$ cat config.mk
export PLATFORM = sky130hd
export DESIGN_NAME = dsc_debug_sys
export DESIGN_NICKNAME = d
export VERILOG_FILES = /design/src/dsc_pkg.sv /design/src/dsc_sync.sv /design/src/dsc_scan_status.sv /design/src/dsc_debug_sys.sv
export SDC_FILE = /design/constraint.sdc
export NUM_CORES = 1
export LEC_CHECK = 0
export BUFFER_PORTS_ARGS = -buffer_cell sky130_fd_sc_hd__buf_2
export CORE_MARGIN = 5
export CORE_UTILIZATION = 50
export CTS_CLUSTER_DIAMETER = 120
export DETAILED_ROUTE_END_ITERATION = 7
export PLACE_DENSITY = 0.88
export REMOVE_ABC_BUFFERS = 1
export SYNTH_ARGS = -nofsm -noshare
export SYNTH_HDL_FRONTEND = slang
export SYNTH_SLANG_ARGS = --single-unit
$ cat constraint.sdc
create_clock -name i_clk -period 2.1 [get_ports i_clk]
set_clock_uncertainty 0.2 [all_clocks]
set_input_delay 0.42 -clock i_clk [delete_from_list [all_inputs] [get_ports i_clk]]
set_output_delay 0.42 -clock i_clk [all_outputs]
set_load 0.03 [all_outputs]
$ cat src/dsc_pkg.sv
// Package of register offsets, field positions and reset values for the debug system control block.
package dsc_pkg;

   // ==========================================================================
   // Register map
   // ==========================================================================
   localparam logic [7:0] OFS_SYS_CTRL   = 8'h0a;
   localparam logic [7:0] OFS_SYS_STATUS = 8'h0b;
   localparam logic [7:0] OFS_SCAN_STAT  = 8'h0c;
   localparam logic [7:0] OFS_RST_REQ    = 8'h08;

   // ==========================================================================
   // Field positions
   // ==========================================================================
   localparam int BIT_CLK_REQ     = 0;
   localparam int BIT_UROW_DONE   = 1;
   localparam int BIT_LOCKED      = 0;
   localparam int BIT_BOOT_DONE   = 1;
   localparam int BIT_UROW_READY  = 2;
   localparam int BIT_NVM_READY   = 3;
   localparam int BIT_SLEEPING    = 4;
   localparam int BIT_RST_ACTIVE  = 5;
   localparam int BIT_ERASE_FAIL  = 6;
   localparam int BIT_BOOT_ERASE  = 7;

   // ==========================================================================
   // Values
   // ==========================================================================
   localparam logic [7:0] RST_SYS_CTRL   = 8'h00;
   localparam logic [7:0] RST_SYS_STATUS = 8'h01;
   localparam logic [7:0] RST_SCAN_STAT  = 8'h00;
   localparam logic [7:0] RST_REQ_VALUE  = 8'h59;
   localparam logic [7:0] RST_REQ_RUN    = 8'h00;
   localparam logic [2:0] SCAN_OFF       = 3'h0;
   localparam logic [2:0] SCAN_BUSY      = 3'h1;
   localparam logic [2:0] SCAN_PASS      = 3'h2;
   localparam logic [2:0] SCAN_FAIL      = 3'h4;
   localparam int         SYNC_STAGES    = 2;

endpackage

$ cat src/dsc_sync.sv
// Two-flop level synchroniser, one per bit, for flags that come from the system domain.
module dsc_sync #(
   parameter int WIDTH = 8
) (
   input  wire logic             i_clk,
   input  wire logic             i_rst,
   input  wire logic [WIDTH-1:0] i_async,
   output logic      [WIDTH-1:0] o_sync
);
   // The chain is fixed at two flops; another stage count would need new logic here.
   if (WIDTH < 1 || dsc_pkg::SYNC_STAGES != 2)
   begin : g_bad_config
      $error("dsc_sync: WIDTH must be at least one and SYNC_STAGES must be two.");
   end

   // ==========================================================================
   // Synchroniser chain
   // ==========================================================================
   // The first stage feeds only the second stage.
   logic [WIDTH-1:0] meta;

   always_ff @(posedge i_clk or posedge i_rst)
   begin
      if (i_rst)
      begin
         meta   <= '0;
         o_sync <= '0;
      end
      else
      begin
         meta   <= i_async;
         o_sync <= meta;
      end
   end
endmodule // dsc_sync

$ cat src/dsc_scan_status.sv
// Scan-check status encoder, mapping scan engine levels onto the one-hot status code.
module dsc_scan_status (
   input  wire logic       i_clk,
   input  wire logic       i_rst,
   input  wire logic       i_enabled,
   input  wire logic       i_busy,
   input  wire logic       i_pass,
   output logic      [2:0] o_status
);
   // ==========================================================================
   // Encoding
   // ==========================================================================
   logic [2:0] next_status;

   // Only the four one-hot codes can ever be produced; reserved codes never appear.
   always_comb
   begin
      if (!i_enabled)
         next_status = dsc_pkg::SCAN_OFF;
      else if (i_busy)
         next_status = dsc_pkg::SCAN_BUSY;
      else if (i_pass)
         next_status = dsc_pkg::SCAN_PASS;
      else
         next_status = dsc_pkg::SCAN_FAIL;
   end

   always_ff @(posedge i_clk or posedge i_rst)
   begin
      if (i_rst)
         o_status <= dsc_pkg::RST_SCAN_STAT[2:0];
      else
         o_status <= next_status;
   end
endmodule // dsc_scan_status

$ cat src/dsc_debug_sys.sv
// Debug system control and status registers: clock request, user-row handshake, reset request and status.

// ==========================================================================
// Module
// ==========================================================================
// Functional notes
// - Writing done one starts user-row flash programming.
// - Done bit writable only after key_a decoded.
// - Clock request bit drives system clock request.
// - Interface enable sets clock request automatically.
// - Boot/erase flag is erase-failed OR boot-complete.
// - Erase-failed set on failure, cleared by reset.
// - Reset-active flag follows system reset state.
// - Status read clears reset-active flag.
// - Sleeping flag shows idle or deeper sleep.
// - NVM-ready flag shows programming permitted.
// - User-row-ready flag shows user-row programming permitted.
// - Boot-complete flag; access refused until set.
// - Lock flag follows lock; status resets 0x01.
// - Scan status one-hot: off, busy, pass, fail.
// - Signature write asserts system reset; zero releases.
module dsc_debug_sys (
   input  wire logic       i_clk,
   input  wire logic       i_rst,
   input  wire logic       i_wr,
   input  wire logic       i_rd,
   input  wire logic [7:0] i_addr,
   input  wire logic [7:0] i_wdata,
   input  wire logic       i_iface_enable,
   input  wire logic       i_userrow_key_ok,
   input  wire logic       i_sys_in_reset,
   input  wire logic       i_sys_sleeping,
   input  wire logic       i_boot_complete,
   input  wire logic       i_erase_fail_evt,
   input  wire logic       i_nvm_locked,
   input  wire logic       i_nvm_program_ready,
   input  wire logic       i_userrow_program_ready,
   input  wire logic       i_scan_enabled,
   input  wire logic       i_scan_busy,
   input  wire logic       i_scan_pass,
   output logic      [7:0] o_rdata,
   output logic            o_sysclk_request,
   output logic            o_userrow_start,
   output logic            o_sys_reset_req,
   output logic            o_access_allowed
);
   // ==========================================================================
   // Synchronised system flags
   // ==========================================================================
   localparam int NSYNC = 7;
   logic [NSYNC-1:0] sys_raw;
   logic [NSYNC-1:0] sys_sync;
   logic [2:0]       scan_status;

   assign sys_raw = {i_sys_in_reset, i_sys_sleeping, i_boot_complete, i_erase_fail_evt,
                     i_nvm_locked, i_nvm_program_ready, i_userrow_program_ready};

   dsc_sync #(
      .WIDTH (NSYNC)
   ) u_sync (
      .i_clk   (i_clk),
      .i_rst   (i_rst),
      .i_async (sys_raw),
      .o_sync  (sys_sync)
   );

   dsc_scan_status u_scan (
      .i_clk     (i_clk),
      .i_rst     (i_rst),
      .i_enabled (i_scan_enabled),
      .i_busy    (i_scan_busy),
      .i_pass    (i_scan_pass),
      .o_status  (scan_status)
   );

   logic s_in_reset;
   logic s_sleeping;
   logic s_boot;
   logic s_erase_evt;
   logic s_locked;
   logic s_nvm_ready;
   logic s_urow_ready;

   assign {s_in_reset, s_sleeping, s_boot, s_erase_evt, s_locked, s_nvm_ready, s_urow_ready} = sys_sync;

   // ==========================================================================
   // Decode
   // ==========================================================================
   logic wr_ctrl;
   logic wr_reset_request_value;
   logic rd_status;
   logic en_d;
   logic sys_rst_held;

   assign wr_ctrl   = i_wr && (i_addr == dsc_pkg::OFS_SYS_CTRL);
   assign wr_reset_request_value = i_wr && (i_addr == dsc_pkg::OFS_RST_REQ);
   assign rd_status = i_rd && (i_addr == dsc_pkg::OFS_SYS_STATUS);

   // ==========================================================================
   // Control register
   // ==========================================================================
   // The enable edge wins over a simultaneous write of zero so the debugger is never locked out.
   always_ff @(posedge i_clk or posedge i_rst)
   begin
      if (i_rst)
      begin
         en_d             <= 1'b0;
         o_sysclk_request <= dsc_pkg::RST_SYS_CTRL[dsc_pkg::BIT_CLK_REQ];
      end
      else
      begin
         en_d <= i_iface_enable;
         if (i_iface_enable && !en_d)
            o_sysclk_request <= 1'b1;
         else if (wr_ctrl)
            o_sysclk_request <= i_wdata[dsc_pkg::BIT_CLK_REQ];
      end
   end

   // The done bit acts as a one-cycle start pulse; it reads back as zero.
   always_ff @(posedge i_clk or posedge i_rst)
   begin
      if (i_rst)
         o_userrow_start <= 1'b0;
      else
         o_userrow_start <= wr_ctrl && i_wdata[dsc_pkg::BIT_UROW_DONE] && i_userrow_key_ok;
   end

   // ==========================================================================
   // Reset request
   // ==========================================================================
   // Other values are reserved; they leave the held reset unchanged.
   always_ff @(posedge i_clk or posedge i_rst)
   begin
      if (i_rst)
         sys_rst_held <= 1'b0;
      else if (wr_reset_request_value && i_wdata == dsc_pkg::RST_REQ_VALUE)
         sys_rst_held <= 1'b1;
      else if (wr_reset_request_value && i_wdata == dsc_pkg::RST_REQ_RUN)
         sys_rst_held <= 1'b0;
   end

   always_ff @(posedge i_clk or posedge i_rst)
   begin
      if (i_rst)
         o_sys_reset_req <= 1'b0;
      else
         o_sys_reset_req <= sys_rst_held;
   end

   // ==========================================================================
   // Status flags
   // ==========================================================================
   logic erase_failed;
   logic rst_active;
   logic in_reset_any;

   assign in_reset_any = s_in_reset || sys_rst_held;

   // Reset clears the failure; a new failure in the same cycle is dropped since the domain is in reset.
   always_ff @(posedge i_clk or posedge i_rst)
   begin
      if (i_rst)
         erase_failed <= 1'b0;
      else if (in_reset_any)
         erase_failed <= 1'b0;
      else if (s_erase_evt)
         erase_failed <= 1'b1;
   end

   // Set while reset is present wins over the clear by read, so an ongoing reset is never hidden.
   always_ff @(posedge i_clk or posedge i_rst)
   begin
      if (i_rst)
         rst_active <= 1'b0;
      else if (in_reset_any)
         rst_active <= 1'b1;
      else if (rd_status)
         rst_active <= 1'b0;
   end

   always_ff @(posedge i_clk or posedge i_rst)
   begin
      if (i_rst)
         o_access_allowed <= 1'b0;
      else
         o_access_allowed <= s_boot;
   end

   // ==========================================================================
   // Read data
   // ==========================================================================
   logic [7:0] status_word;
   logic [7:0] next_rdata;

   always_comb
   begin
      status_word                          = 8'h00;
      status_word[dsc_pkg::BIT_BOOT_ERASE] = erase_failed || s_boot;
      status_word[dsc_pkg::BIT_ERASE_FAIL] = erase_failed;
      status_word[dsc_pkg::BIT_RST_ACTIVE] = rst_active;
      status_word[dsc_pkg::BIT_SLEEPING]   = s_sleeping;
      status_word[dsc_pkg::BIT_NVM_READY]  = s_nvm_ready;
      status_word[dsc_pkg::BIT_UROW_READY] = s_urow_ready;
      status_word[dsc_pkg::BIT_BOOT_DONE]  = s_boot;
      status_word[dsc_pkg::BIT_LOCKED]     = s_locked;
   end

   always_comb
   begin
      next_rdata = 8'h00;
      if (i_rd)
      begin
         case (i_addr)
            dsc_pkg::OFS_SYS_CTRL:   next_rdata = {7'h00, o_sysclk_request};
            dsc_pkg::OFS_SYS_STATUS: next_rdata = status_word;
            dsc_pkg::OFS_SCAN_STAT:  next_rdata = {5'h00, scan_status};
            dsc_pkg::OFS_RST_REQ:    next_rdata = sys_rst_held ? dsc_pkg::RST_REQ_VALUE : dsc_pkg::RST_REQ_RUN;
            default:                 next_rdata = 8'h00;
         endcase
      end
   end

   // Status resets to lock set; the reset-time read is the fixed RST_SYS_STATUS value, not the lock flag, before synchronisers settle.
   always_ff @(posedge i_clk or posedge i_rst)
   begin
      if (i_rst)
         o_rdata <= dsc_pkg::RST_SYS_STATUS;
      else
         o_rdata <= next_rdata;
   end

   // ==========================================================================
   // Checks
   // ==========================================================================
   a_clk_enable: assert property (@(posedge i_clk) disable iff (i_rst)
      (i_iface_enable && !en_d) |=> o_sysclk_request)
      else $error("Clock request not set on interface enable.");
   a_clk_write: assert property (@(posedge i_clk) disable iff (i_rst)
      (wr_ctrl && !(i_iface_enable && !en_d)) |=> (o_sysclk_request == $past(i_wdata[0])))
      else $error("Clock request does not follow write.");
   a_urow_start: assert property (@(posedge i_clk) disable iff (i_rst)
      (wr_ctrl && i_wdata[1] && i_userrow_key_ok) |=> o_userrow_start)
      else $error("User-row start missing.");
   a_urow_key: assert property (@(posedge i_clk) disable iff (i_rst)
      !i_userrow_key_ok |=> !o_userrow_start)
      else $error("User-row start without key.");
   a_rst_req: assert property (@(posedge i_clk) disable iff (i_rst)
      (wr_reset_request_value && i_wdata == 8'h59) |=> ##1 o_sys_reset_req)
      else $error("Reset request not asserted.");
   a_rst_release: assert property (@(posedge i_clk) disable iff (i_rst)
      (wr_reset_request_value && i_wdata == 8'h00) |=> ##1 !o_sys_reset_req)
      else $error("Reset request not released.");
   a_rst_active: assert property (@(posedge i_clk) disable iff (i_rst)
      in_reset_any |=> rst_active)
      else $error("Reset-active flag not set.");
   a_read_clear: assert property (@(posedge i_clk) disable iff (i_rst)
      (rd_status && !in_reset_any) |=> !rst_active)
      else $error("Reset-active flag not cleared by read.");
   a_erase_clear: assert property (@(posedge i_clk) disable iff (i_rst)
      in_reset_any |=> !erase_failed)
      else $error("Erase-failed not cleared by reset.");
   a_boot_erase: assert property (@(posedge i_clk) disable iff (i_rst)
      rd_status |=> (o_rdata[7] == (o_rdata[6] || o_rdata[1])))
      else $error("Boot/erase flag inconsistent.");
   a_scan_onehot: assert property (@(posedge i_clk) disable iff (i_rst)
      $onehot0(scan_status))
      else $error("Scan status not one-hot.");
   a_unused_zero: assert property (@(posedge i_clk) disable iff (i_rst)
      (i_rd && i_addr == dsc_pkg::OFS_SYS_CTRL) |=> (o_rdata[7:1] == 7'h00))
      else $error("Unused control bits not zero.");
   a_sleep_flag: assert property (@(posedge i_clk) disable iff (i_rst)
      rd_status |=> (o_rdata[dsc_pkg::BIT_SLEEPING] == $past(i_sys_sleeping, 3)))
      else $error("Sleeping flag does not follow system sleep.");
   a_nvm_ready: assert property (@(posedge i_clk) disable iff (i_rst)
      rd_status |=> (o_rdata[dsc_pkg::BIT_NVM_READY] == $past(i_nvm_program_ready, 3)))
      else $error("NVM-ready flag does not follow its source.");
   a_urow_ready: assert property (@(posedge i_clk) disable iff (i_rst)
      rd_status |=> (o_rdata[dsc_pkg::BIT_UROW_READY] == $past(i_userrow_program_ready, 3)))
      else $error("User-row-ready flag does not follow its source.");
   a_lock_flag: assert property (@(posedge i_clk) disable iff (i_rst)
      rd_status |=> (o_rdata[dsc_pkg::BIT_LOCKED] == $past(i_nvm_locked, 3)))
      else $error("Lock flag does not follow lock state.");
   a_access_boot: assert property (@(posedge i_clk) disable iff (i_rst)
      o_access_allowed == $past(i_boot_complete, 3))
      else $error("Access allowed does not follow boot complete.");
   a_sync_latency: assert property (@(posedge i_clk) disable iff (i_rst)
      s_in_reset == $past(i_sys_in_reset, 2))
      else $error("System reset flag not passed through two flops.");

   c_urow: cover property (@(posedge i_clk) disable iff (i_rst) o_userrow_start);
   c_reset: cover property (@(posedge i_clk) disable iff (i_rst) $rose(o_sys_reset_req));
   c_clear: cover property (@(posedge i_clk) disable iff (i_rst) $fell(rst_active));
   c_scanfail: cover property (@(posedge i_clk) disable iff (i_rst) scan_status == 3'h4);
   c_enable: cover property (@(posedge i_clk) disable iff (i_rst) i_iface_enable && !en_d);
endmodule // dsc_debug_sys

# Word level (Yosys, flattened, before mapping)
# Cells that the tools add are included.
[word_totals]
regBits = 33
in_bits = 32
output_inout_bits = 12
wordCells = 47
[op_classes]
eq_ne = 5
muxes = 14
reduce_logical = 16
[ops]
columns = ["cell", "count"]
rows = [
  ["$eq 8x4->1 const B", 4],
  ["$pmux 8 s4", 1],
  ["$mux 3", 3],
  ["$eq 8x7->1 const B", 1],
  ["$logic_and 1x1->1", 8],
  ["$logic_not 8->1", 1],
  ["$mux 1", 8],
  ["$mux 8", 1],
  ["$reduce_bool 2->1", 4],
  ["$mux 7", 1],
  ["$logic_or 1x1->1", 2],
  ["$logic_not 1->1", 1],
]

# Logic depth before layout (Yosys ltp)
# Gate-level depths: netlist (run 1).
[logic_depth]
word_depth = 5
ltp_mapped = 6
depth_no_buf = 4

# Modules after synthesis
# From an unflattened synthesis (run 1), not the netlist that was laid out.
[unflattened]
hier_cells = 88
hier_area_um2 = 1166.1
[modules_own_cells]
columns = ["mod", "n_inst", "cells_per_inst", "area_per_inst_um2", "seq_area_each_um2"]
rows = [
  ["dsc_debug_sys", 1, 66, 704.4, 401.6],
  ["dsc_sync", 1, 15, 354.1, 350.3],
  ["dsc_scan_status", 1, 7, 107.6, 75.1],
]

# Worst setup path before layout (run 1)
# No wires, ideal clock.
[synth_path]
kind = "input to register"
start = "in i_wdata[1]"
end = "reg sys_rst_held"
setup_time_ps = 121
arrival_ps = 1498
required_ps = 1779
path_slack_ps = 281
cell_stages = 4
n_path_buf = 0
path_cell_list = "or4_2 nor4_4 nand2_1 a22o_1"
[synth_between]
elab_chain_len = 3
elab_cells_between_ends = 6
classes_between = "eq/ne: 1; mux: 1; reduce/logical: 4"
[synth_lines]
columns = ["element", "line", "text"]
rows = [
  ["start, declared", "dsc_debug_sys.sv:28", "input wire logic [7:0] i_wdata,"],
  ["$eq 8x7->1 / $logic_not 8->1 (equally long branches)", "dsc_debug_sys.sv:137, dsc_debug_sys.sv:139", ""],
  ["$logic_and 1x1->1, on equally long branches", "dsc_debug_sys.sv:137, dsc_debug_sys.sv:139", ""],
  ["$mux 1 / $reduce_bool 2->1 (equally long branches)", "n/a", ""],
  ["end signal, assigned", "dsc_debug_sys.sv:136", "sys_rst_held <= 1'b0;"],
  ["end signal, assigned", "dsc_debug_sys.sv:138", "sys_rst_held <= 1'b1;"],
  ["end signal, assigned", "dsc_debug_sys.sv:140", "sys_rst_held <= 1'b0;"],
  ["end, declared", "dsc_debug_sys.sv:93", "logic sys_rst_held;"],
]
# Several ways; a longest one is shown, not always the timed one.
# A chain may end at the register's enable or synchronous reset.

# Worst setup path after layout (run 1)
[layout_path]
start = "reg o_rdata[0]"
end = "out o_rdata[0]"
[layout_lines]
columns = ["element", "line", "text"]
rows = [
  ["start, declared", "dsc_debug_sys.sv:41", "output logic [7:0] o_rdata,"],
  ["start signal, assigned", "dsc_debug_sys.sv:228", "o_rdata <= dsc_pkg::RST_SYS_STATUS;"],
  ["start signal, assigned", "dsc_debug_sys.sv:230", "o_rdata <= next_rdata;"],
]
# No word-level cell between the ends.

==> results of run 1 <==
[flip-flops by register name (all words and copies together), names as in the netlist, 3 cells and up]
signal	count
o_rdata	8
u_scan.o_status	3
u_sync.meta	7
u_sync.o_sync	7
[power by group]
part           total [µW]  switching (µW)  internal [µW]  leakage (µW)
combinational        85.1            40.6           44.5      0.000346
sequential            661            6.80            654      0.000406
clock                 317             190            127     0.0000320
[final cells by class]
type	instances	area (µm²)
Sequential cell	33	827
Fill cell	173	659
Multi-Input combinational cell	49	333
Timing Repair Buffer	54	320
Clock buffer	6	41.3
Tap cell	28	35.0
Clock inverter	2	10.0
Inverter	2	7.51
[stage by stage]
stage               cell area [µm²]  power, µW  hold slack (ns)  std cells  setup WS, ns
global route                   1570       1120           0.0361        174         0.397
global placement               1430        741            0.133        157         0.167
detailed placement             1430        746            0.135        157         0.130
finish                         1570       1060           0.0579        174         0.456
floorplan                      1170        701            0.131         84         0.281
CTS                            1560       1070         0.000836        173         0.440
[path summary, 6_finish.rpt]
kind                                                   start                      endpoint  slack (ns)  depth (start not counted)
worst max-delay path                    o_rdata[0]$_DFF_PP1_                    o_rdata[0]        0.46                          1
min in group asynchronous                              i_rst      u_sync.meta[4]$_DFF_PP0_        0.51                          4
max in group asynchronous                              i_rst          o_rdata[0]$_DFF_PP1_        0.87                          4
worst min-delay path                             i_scan_pass  u_scan.o_status[2]$_DFF_PP0_        0.06                          2
worst max register to register  o_sysclk_request$_DFFE_PP0P_          o_rdata[0]$_DFF_PP1_        0.93                          3
worst min register to register      u_sync.meta[5]$_DFF_PP0_    u_sync.o_sync[5]$_DFF_PP0_        0.15                          0
[kinds of logic after synthesis]
group | Yosys count
buffers and inverters | 4
DFF | 33
AOI/OAI and AO/OA | 9
and+or+nand+nor | 36
muxes | 4
[repair_timing]
action	in CTS	in global routing
hold buffers	8	1
hold endpoints to repair	39	1
setup buffers	0	0
[placed cells by master, fill, tap and decap left out, types with 3 or more instances in the layout]
cell           synthesis  layout
a21oi_1                4       4
dfrtp_1               32      32
nor2_1                 6       6
buf_2                  1      43
mux2i_1                3       3
dlygate4sd3_1          0       9
clkbuf_4               0       5
nand2_1                6       6
nor3b_1                3       3
[layer usage]
metal  wire [µm]  part of all wire (%)
met4          41                   1.8
met2        1220                    55
met3         173                   7.8
met1         799                    36
met5           0                     0
==> reports/summary.txt, run 1 <==
Met1 usage: 15.7%
Crit path max-delay cell type: dfstp_2
PortBufs: 43
Post-synthesis sequential area ratio: 70.1%
Mapped Avg Cell Area: 13.7 µm²
Synth Area in Adders: 0%
Leak pwr: 0.000784 µW
Proportion of synthesized area in mux cells: 3.50%
Synth top cells by count: dfrtp_1 (32), nand2_1 (6), nor2_1 (6), a21oi_1 (4)
Top delay family on crit path: flip-flops
Total GRT Usage: 15.0%
Vias in the first global route: 930
RD Place Congestion: 0.874
Synth area leaders: dfrtp_1 (68%), mux2i_1 (2.5%), dfstp_2 (2.2%)
Syn. warnings: 0
H-Tree Depth: 2
Area growth syn-to-layout: 33.4%
Mapped Cells: 86
Area share of and/or/nand/nor cells after synthesis: 19.6%
Top Ports: 44
RSZ-0062 raised after global routing: no
Largest area contributor in the netlist: dfrtp_1
Final core utilization: 70.5%
Vias per cell: 4.97
Setup TNS: 0 ns
Worst-Margin Slew: 0.439 ns
Top FF cell, synth: dfrtp_1
GR Util met2: 25.4%
Max Transition Viols Final: 0
EDFF count, synth: 0
Area fraction in compound gates after synthesis: 5.09%
DR DRC count: 0
Reg clk slew, reported paths: 0.09 ns
Clock sink total: 33
CTS root buf: clkbuf_4
Critical path type: reg2out
Status: completed
Crit path cell chain: buf_2
#FFs+latches synth: 33
Top Usage Layer GRT: met2
Chip height: 58.6 µm
CP max FO: 1
Die area: 3430 µm²
Hold violation total from the final report: 0
Bufs on Longest Clock Path: 2
PD cells: 675 nW/µm²
CP bufs+invs: 1
Critical Path AT: 1.02 ns
Fin crit share: 78.3%
Crit path largest cell delay: 0.52 ns
First-pass GRT wire length: 3800 µm
Hold Crit Class: in2reg
Via count: 865
Synthesized area: 1180 µm²
Routed len/inst: 12.8 µm
Count leader, synth: dfrtp_1
GR Util met3: 5.92%
Fmax: 608 MHz
Core Region: 2230 µm²
DRT antenna net count: 0
CTS tree: done
Worst setup EP type: output port
Largest net degree at the start of global routing: 34
WP data required: 1.48 ns
Final setup vio count: 0
Xor/xnor cell area share of the yosys netlist: 0%
# rows: 17
# nets final: 177
Peak VDD IR: 545 µV
Largest family of logic cells by synthesized area: simple AND/OR/NAND/NOR gates
Initial core utilization: 52.8%
1st-iter DRT viols: 11
Drt first pass iters: 4
Synth async-reset ratio: 100%
DPL Wire Length: 1700 µm
Relative slew slack: 70.5%
Total congestion overflow: 0
Area share of the largest cell type after synthesis: 67.9%
Layout cells sized above 1: 40.4%
# resized after CTS: 0
WL final: 2230 µm
Initial antenna violation count: 0
Synth cell types: 32
# Max-Cap Violations: 0
Fin crit period: 1.64 ns
Die X: 58.6 µm
Worst-skew pair later-pin latency: 0.32 ns
CTS Buf Count: 5
Number of inserted diodes: 0
Critical path startpoint category: flop
No activity file was read; power rests on OpenSTA's default activity.
==> run 2: changes to the inputs <==
--- a/config.mk
+++ b/config.mk
@@ -7,10 +7,10 @@
 export LEC_CHECK = 0
 export BUFFER_PORTS_ARGS = -buffer_cell sky130_fd_sc_hd__buf_2
 export CORE_MARGIN = 5
-export CORE_UTILIZATION = 50
+export CORE_UTILIZATION = 42
 export CTS_CLUSTER_DIAMETER = 120
 export DETAILED_ROUTE_END_ITERATION = 7
-export PLACE_DENSITY = 0.88
+export PLACE_DENSITY = 0.8
 export REMOVE_ABC_BUFFERS = 1
 export SYNTH_ARGS = -nofsm -noshare
 export SYNTH_HDL_FRONTEND = slang
==> constraint.sdc (replaced) <==
create_clock -name i_clk -period 1.46 [get_ports i_clk]
set_clock_uncertainty 0.2 [all_clocks]
set_input_delay 0.292 -clock i_clk [delete_from_list [all_inputs] [get_ports i_clk]]
set_output_delay 0.292 -clock i_clk [all_outputs]
set_load 0.03 [all_outputs]
==> run 2 against run 1 <==
Critical endpoint unchanged. Via count up 6.6%. Sequential power up 44%. The flow now finishes with violations (setup timing). Routed wire length up 10%. Sequential share of layout area down 5.3 points.
==> reports/summary.txt, run 2 (synthesized netlist as in run 1, its figures left out) <==
Area growth syn-to-layout: 48.5% (was 33.4%)
PD cells: 1010 nW/µm² (was 675 nW/µm²)
Setup bufs post-CTS: 0 (unchanged)
Bufs on Longest Clock Path: 2 (unchanged)
Fillers: 197 (was 173)
Hold Startpoint: i_wdata[0] (was i_scan_pass)
End of the worst hold path: o_sysclk_request$_DFFE_PP0P_ (was u_scan.o_status[2]$_DFF_PP0_)
Critical path type: reg2out (unchanged)
DR DRC count: 0 (unchanged)
Crit path cell chain: buf_6 (was buf_2)
# Max-Cap Violations: 0 (unchanged)
Critical Path AT: 0.99 ns (was 1.02 ns)
Drt first pass iters: 4 (unchanged)
Register with the most flip-flops: o_rdata (unchanged)
Most common cell after layout, fill and taps aside: buf_2 (unchanged)
GR Util met3: 6.47% (was 5.92%)
Largest net degree at the start of global routing: 13 (was 34)
DRT antenna net count: 0 (unchanged)
Number of inserted diodes: 0 (unchanged)
Final worst slack: -0.0189 ns (was 0.456 ns)
Fmax: 676 MHz
First-pass GRT wire length: 4210 µm (was 3800 µm)
Fin crit share: 101%
Reg clk slew, reported paths: 0.10 ns (was 0.09 ns)
GR Util met2: 24.0% (was 25.4%)
Violated checks: setup timing
Footprint of the multi-input gates: 350 µm² (was 333 µm²)
# nets final: 191 (was 177)
H-Tree Depth: 2 (unchanged)
Die X: 63 µm (was 58.6 µm)
Total congestion overflow: 0 (unchanged)
CTS root buf: clkbuf_4 (unchanged)
Total GRT Usage: 13.8% (was 15.0%)
Status: complete, but fails checks (was completed)
Critical path startpoint category: flop (unchanged)
Worst-skew pair later-pin latency: 0.33 ns (was 0.32 ns)
Initial antenna violation count: 0 (unchanged)
Terminus of the critical flop-to-flop path: o_rdata[0]$_DFF_PP1_ (unchanged)
Worst r2r src: o_sysclk_request$_DFFE_PP0P_ (unchanged)
Vias per cell: 4.83 (was 4.97)
CP max FO: 1 (unchanged)
Chip height: 63 µm (was 58.6 µm)
WP data required: 0.97 ns (was 1.48 ns)
CTS Buf Count: 5 (unchanged)
Final setup vio count: 2 (was 0)
Layout cells sized above 1: 45.0% (was 40.4%)
Hold Crit Class: in2reg (unchanged)
Top delay family on crit path: flip-flops (unchanged)
Peak VDD IR: 1360 µV (was 545 µV)
Via count: 922 (was 865)
Top Usage Layer GRT: met2 (unchanged)
RD Place Congestion: 0.849 (was 0.874)
Relative slew slack: 75.3% (was 70.5%)
Hold violation total from the final report: 0 (unchanged)
Met1 usage: 13.6% (was 15.7%)
Top Ports: 44 (unchanged)
Max Transition Viols Final: 0 (unchanged)
Clock sink total: 33 (unchanged)
Vias in the first global route: 977 (was 930)
# rows: 19 (was 17)
Placed insts: 170 (was 157)
Crit path largest cell delay: 0.54 ns (was 0.52 ns)
Top flop regs: o_rdata: 8 flops, u_sync.meta: 7 flops, u_sync.o_sync: 7 flops (unchanged)
1st-iter DRT viols: 36 (was 11)
DPL Wire Length: 1920 µm (was 1700 µm)
Min-Delay Path Depth: 3 (was 2)
Fin crit period: 1.48 ns
Worst-Margin Slew: 0.371 ns (was 0.439 ns)
CTS tree: done (unchanged)
Worst setup EP type: output port (unchanged)
WL final: 2450 µm (was 2230 µm)
Routed len/inst: 12.8 µm (about the same)
Setup WS pre-CTS: -0.392 ns (was 0.130 ns)
R2R cell count: 3 (unchanged)
RSZ-0062 raised after global routing: yes (was no)
Leak pwr: 0.000864 µW (was 0.000784 µW)
Max reg flops: 8 (unchanged)
Die area: 3970 µm² (was 3430 µm²)
Initial core utilization: 43.2% (was 52.8%)
PortBufs: 43 (unchanged)
Most frequent cells in the layout: buf_2 (41), dfrtp_1 (32), dlygate4sd3_1 (13), buf_4 (13), nand2_1 (6) (was buf_2 (43), dfrtp_1 (32), dlygate4sd3_1 (9))
Sequential cell area: 827 µm² (unchanged)
Final Non-Filler Cells: 191 (was 174)
Core Region: 2730 µm² (was 2230 µm²)
CP bufs+invs: 1 (unchanged)
R2R Setup Slk: 0.26 ns (was 0.93 ns)
Crit path max-delay cell type: dfstp_2 (unchanged)
-- run 2: changes by cell type in the layout (fill, tap and decap cells not counted), sizes merged --
cell         previous run  this run
dlygate4sd3             9        13
bufinv                  0         1
clkbuf                  6         5
clkinvlp                0         1
buf                    45        55
clkinv                  2         1
-- run 2: what timing repair did --
action | 4_1_cts | 5_1_grt
gates resized for setup | 4 | 5
hold endpoints to repair | 19 | 0
hold buffers | 13 | 0
pin swaps | 1 | 0
setup endpoints to repair | 5 | 4
-- run 2: through the flow --
stage	hold slack, ns	TNS (ns)	area, µm²	total power (µW)	util, %
2_1_floorplan	0.123	-0.675	1170	1010	-
3_3_place_gp	0.0775	-2.29	1510	1080	55.3
3_5_place_dp	0.0843	-2.76	1510	1090	55.3
4_1_cts	0.00895	-0.0396	1740	1790	63.5
5_1_grt	0.0151	-0.124	1750	1860	64.1
6_report	0.0177	-0.0290	1750	1770	64.1
-- run 2: area by class of cell --
| class | count | share of cell area [%] |
|---|---|---|
| clock buffer | 5 | 2.14 |
| clock inverter | 3 | 2.64 |
| multi-input combinational | 49 | 20.0 |
| inverter | 2 | 0.429 |
| timing repair buffer | 68 | 25.4 |
| tap | 31 | 2.21 |
| sequential | 33 | 47.2 |
-- run 2: worst max path at each step --
stage | startpoint | depth (start not counted) | slack (ns) | endpoint
floorplan | i_wdata[1] | 4 | -0.23 | sys_rst_held$_DFFE_PP0P_
global placement | i_wdata[1] | 5 | -0.35 | sys_rst_held$_DFFE_PP0P_
detailed placement | i_wdata[1] | 5 | -0.39 | sys_rst_held$_DFFE_PP0P_
CTS | o_rdata[0]$_DFF_PP1_ | 1 | -0.04 | o_rdata[0]
global route | o_rdata[0]$_DFF_PP1_ | 1 | -0.06 | o_rdata[0]
finish | o_rdata[0]$_DFF_PP1_ | 1 | -0.02 | o_rdata[0]
-- run 2: routing by layer --
layer,up-vias,part of all wire (%)
met2,37,56
li1,450,-
met4,0,4.0
met5,-,0
met3,11,9.1
met1,424,31
-- run 2: where the power goes --
| part | leakage (µW) | switching [µW] | internal [µW] |
|---|---|---|---|
| logic | 0.000417 | 65.3 | 85.3 |
| registers | 0.000406 | 9.96 | 941 |
| clock network | 0.0000414 | 307 | 362 |
-- run 2: worst min-delay path, cell delays in order --
cell,delay [ns]
buf_2,0.09
mux2i_1,0.06
o21ai_0,0.07
==> run 3: changes to the inputs <==
--- a/config.mk
+++ b/config.mk
@@ -7,10 +7,11 @@
 export LEC_CHECK = 0
 export BUFFER_PORTS_ARGS = -buffer_cell sky130_fd_sc_hd__buf_2
 export CORE_MARGIN = 5
-export CORE_UTILIZATION = 42
+export CORE_UTILIZATION = 50
 export CTS_CLUSTER_DIAMETER = 120
+export CTS_CLUSTER_SIZE = 8
 export DETAILED_ROUTE_END_ITERATION = 7
-export PLACE_DENSITY = 0.8
+export PLACE_DENSITY = 0.88
 export REMOVE_ABC_BUFFERS = 1
 export SYNTH_ARGS = -nofsm -noshare
 export SYNTH_HDL_FRONTEND = slang
==> constraint.sdc (replaced) <==
create_clock -name i_clk -period 1.8 [get_ports i_clk]
set_clock_uncertainty 0.2 [all_clocks]
set_input_delay 0.36 -clock i_clk [delete_from_list [all_inputs] [get_ports i_clk]]
set_output_delay 0.36 -clock i_clk [all_outputs]
set_load 0.03 [all_outputs]
==> run 3 against run 2 <==
The run now ends clean. Utilization up 9.7 points. Critical endpoint is now sys_rst_held$_DFFE_PP0P_. Sequential cell count unchanged. First-iteration DRC count down 61%. Sequential power down 19%. Non-clock buffer count down 9. Critical path type is now in2reg.
==> reports/summary.txt, run 3 (synthesized netlist as in run 1, its figures left out) <==
Status: completed (was complete, but fails checks)
PortBufs: 43 (unchanged)
Relative slew slack: 74.6% (was 75.3%)
Hold Crit Class: in2reg (unchanged)
Critical path type: in2reg (was reg2out)
Max Transition Viols Final: 0 (unchanged)
Sequential cell area: 827 µm² (unchanged)
CTS root buf: clkbuf_4 (unchanged)
Peak VDD IR: 712 µV (was 1360 µV)
Bufs on Longest Clock Path: 2 (unchanged)
Critical Path AT: 1.66 ns (was 0.99 ns)
WP data required: 1.82 ns (was 0.97 ns)
Top Ports: 44 (unchanged)
PD cells: 870 nW/µm² (was 1010 nW/µm²)
Routed len/inst: 14.0 µm (was 12.8 µm)
Total congestion overflow: 0 (unchanged)
Final setup vio count: 0 (was 2)
Drt first pass iters: 6 (was 4)
Total GRT Usage: 16.6% (was 13.8%)
Worst-Margin Slew: 0.378 ns (was 0.371 ns)
DRT antenna net count: 0 (unchanged)
Most common cell after layout, fill and taps aside: buf_2 (unchanged)
# rows: 17 (was 19)
Fin Hold WS: 0.0188 ns (was 0.0177 ns)
Reg clk slew, reported paths: 0.09 ns (was 0.10 ns)
Initial core utilization: 52.8% (was 43.2%)
Clock sink total: 33 (unchanged)
CTS tree: done (unchanged)
Initial antenna violation count: 0 (unchanged)
Terminus of the critical flop-to-flop path: o_rdata[0]$_DFF_PP1_ (unchanged)
Most frequent cells in the layout: buf_2 (43), dfrtp_1 (32), dlygate4sd3_1 (10) (was buf_2 (41), dfrtp_1 (32), dlygate4sd3_1 (13), buf_4 (13), nand2_1 (6))
Largest net degree at the start of global routing: 34 (was 13)
WL final: 2510 µm (was 2450 µm)
R2R Setup Slk: 0.63 ns (was 0.26 ns)
Layout cells sized above 1: 41.7% (was 45.0%)
Worst setup EP type: flop (was output port)
Fillers: 149 (was 197)
Number of inserted diodes: 0 (unchanged)
Die area: 3430 µm² (was 3970 µm²)
Via count: 916 (was 922)
1st-iter DRT viols: 14 (was 36)
End of the worst hold path: u_scan.o_status[2]$_DFF_PP0_ (was o_sysclk_request$_DFFE_PP0P_)
Fmax: 610 MHz
Max reg flops: 8 (unchanged)
Core Region: 2230 µm² (was 2730 µm²)
Min-Delay Path Depth: 2 (was 3)
# nets final: 182 (was 191)
RSZ-0062 raised after global routing: no (was yes)
# Max-Cap Violations: 0 (unchanged)
H-Tree Depth: 2 (unchanged)
Hold Startpoint: i_scan_busy (was i_wdata[0])
First-pass GRT wire length: 4190 µm (was 4210 µm)
R2R cell count: 3 (unchanged)
Setup TNS: 0 ns (was -0.0290 ns)
DR DRC count: 0 (unchanged)
Worst-skew pair later-pin latency: 0.32 ns (was 0.33 ns)
Fin crit period: 1.64 ns
Footprint of the multi-input gates: 333 µm² (was 350 µm²)
Worst r2r src: sys_rst_held$_DFFE_PP0P_ (was o_sysclk_request$_DFFE_PP0P_)
Leak pwr: 0.000822 µW (was 0.000864 µW)
Hold violation total from the final report: 0 (unchanged)
Register with the most flip-flops: o_rdata (unchanged)
RD Place Congestion: 0.863 (was 0.849)
Area growth syn-to-layout: 39.7% (was 48.5%)
Top flop regs: o_rdata: 8 flops, u_sync.meta: 7 flops, u_sync.o_sync: 7 flops (unchanged)
Chip height: 58.6 µm (was 63 µm)
Vias per cell: 5.12 (was 4.83)
Critical path startpoint category: input port (was flop)
Die X: 58.6 µm (was 63 µm)
CP max FO: 2 (was 1)
Fin crit share: 91.0%
CTS Buf Count: 5 (unchanged)
DPL Wire Length: 1820 µm (was 1920 µm)
Vias in the first global route: 964 (was 977)
Final core utilization: 73.8% (was 64.1%)
run 3: repair_timing:
item	in CTS	in global routing
resized for setup	0	0
hold buffers	10	0
setup buffers	0	0
endpoints found under the hold margin	41	0
run 3: worst max-delay path, stage by stage:
cell and delay (ns):
buf_2 0.10, or4_2 0.70, nor4_4 0.22, nand2_1 0.09
a22o_1 0.19
run 3: area by class of cell:
| type | instances | share of cell area, % |
|---|---|---|
| Sequential cell | 33 | 50.2 |
| Timing Repair Buffer | 59 | 21.9 |
| Multi-Input combinational cell | 49 | 20.2 |
| Clock buffer | 7 | 3.34 |
| Tap cell | 28 | 2.13 |
| Clock inverter | 1 | 1.82 |
| Inverter | 2 | 0.456 |
run 3: worst max-delay path by stage:
| stage | to | slack, ns | from | depth (start not counted) |
|---|---|---|---|---|
| 6_report | sys_rst_held$_DFFE_PP0P_ | 0.16 | i_wdata[1] | 5 |
| 5_1_grt | sys_rst_held$_DFFE_PP0P_ | 0.14 | i_wdata[1] | 5 |
| 4_1_cts | sys_rst_held$_DFFE_PP0P_ | 0.17 | i_wdata[1] | 5 |
| 3_5_place_dp | sys_rst_held$_DFFE_PP0P_ | -0.13 | i_wdata[1] | 5 |
| 3_3_place_gp | sys_rst_held$_DFFE_PP0P_ | -0.07 | i_wdata[1] | 5 |
| 2_1_floorplan | sys_rst_held$_DFFE_PP0P_ | 0.04 | i_wdata[1] | 4 |
run 3: routing by layer:
metal	vias up	GRT usage (%)	part of all wire [%]
met5	-	0	0
met4	0	6.80	3.1
met3	12	6.80	7.3
met2	35	28.9	55
met1	436	17.7	34
li1	433	-	-
run 3: per-stage QoR:
stage / instance area (µm²) / std cells / setup slack (ns) / total power [µW]
finish: 1650 / 179 / 0.161 / 1430
global route: 1650 / 179 / 0.139 / 1510
CTS: 1650 / 179 / 0.175 / 1450
detailed placement: 1460 / 161 / -0.127 / 877
global placement: 1460 / 161 / -0.0735 / 869
floorplan: 1170 / 84 / 0.0414 / 818
run 3: power breakdown:
part           internal (µW)  leakage (µW)  switching (µW)
combinational           57.5      0.000370            50.5
sequential               763      0.000406            8.31
clock                    331     0.0000455             223
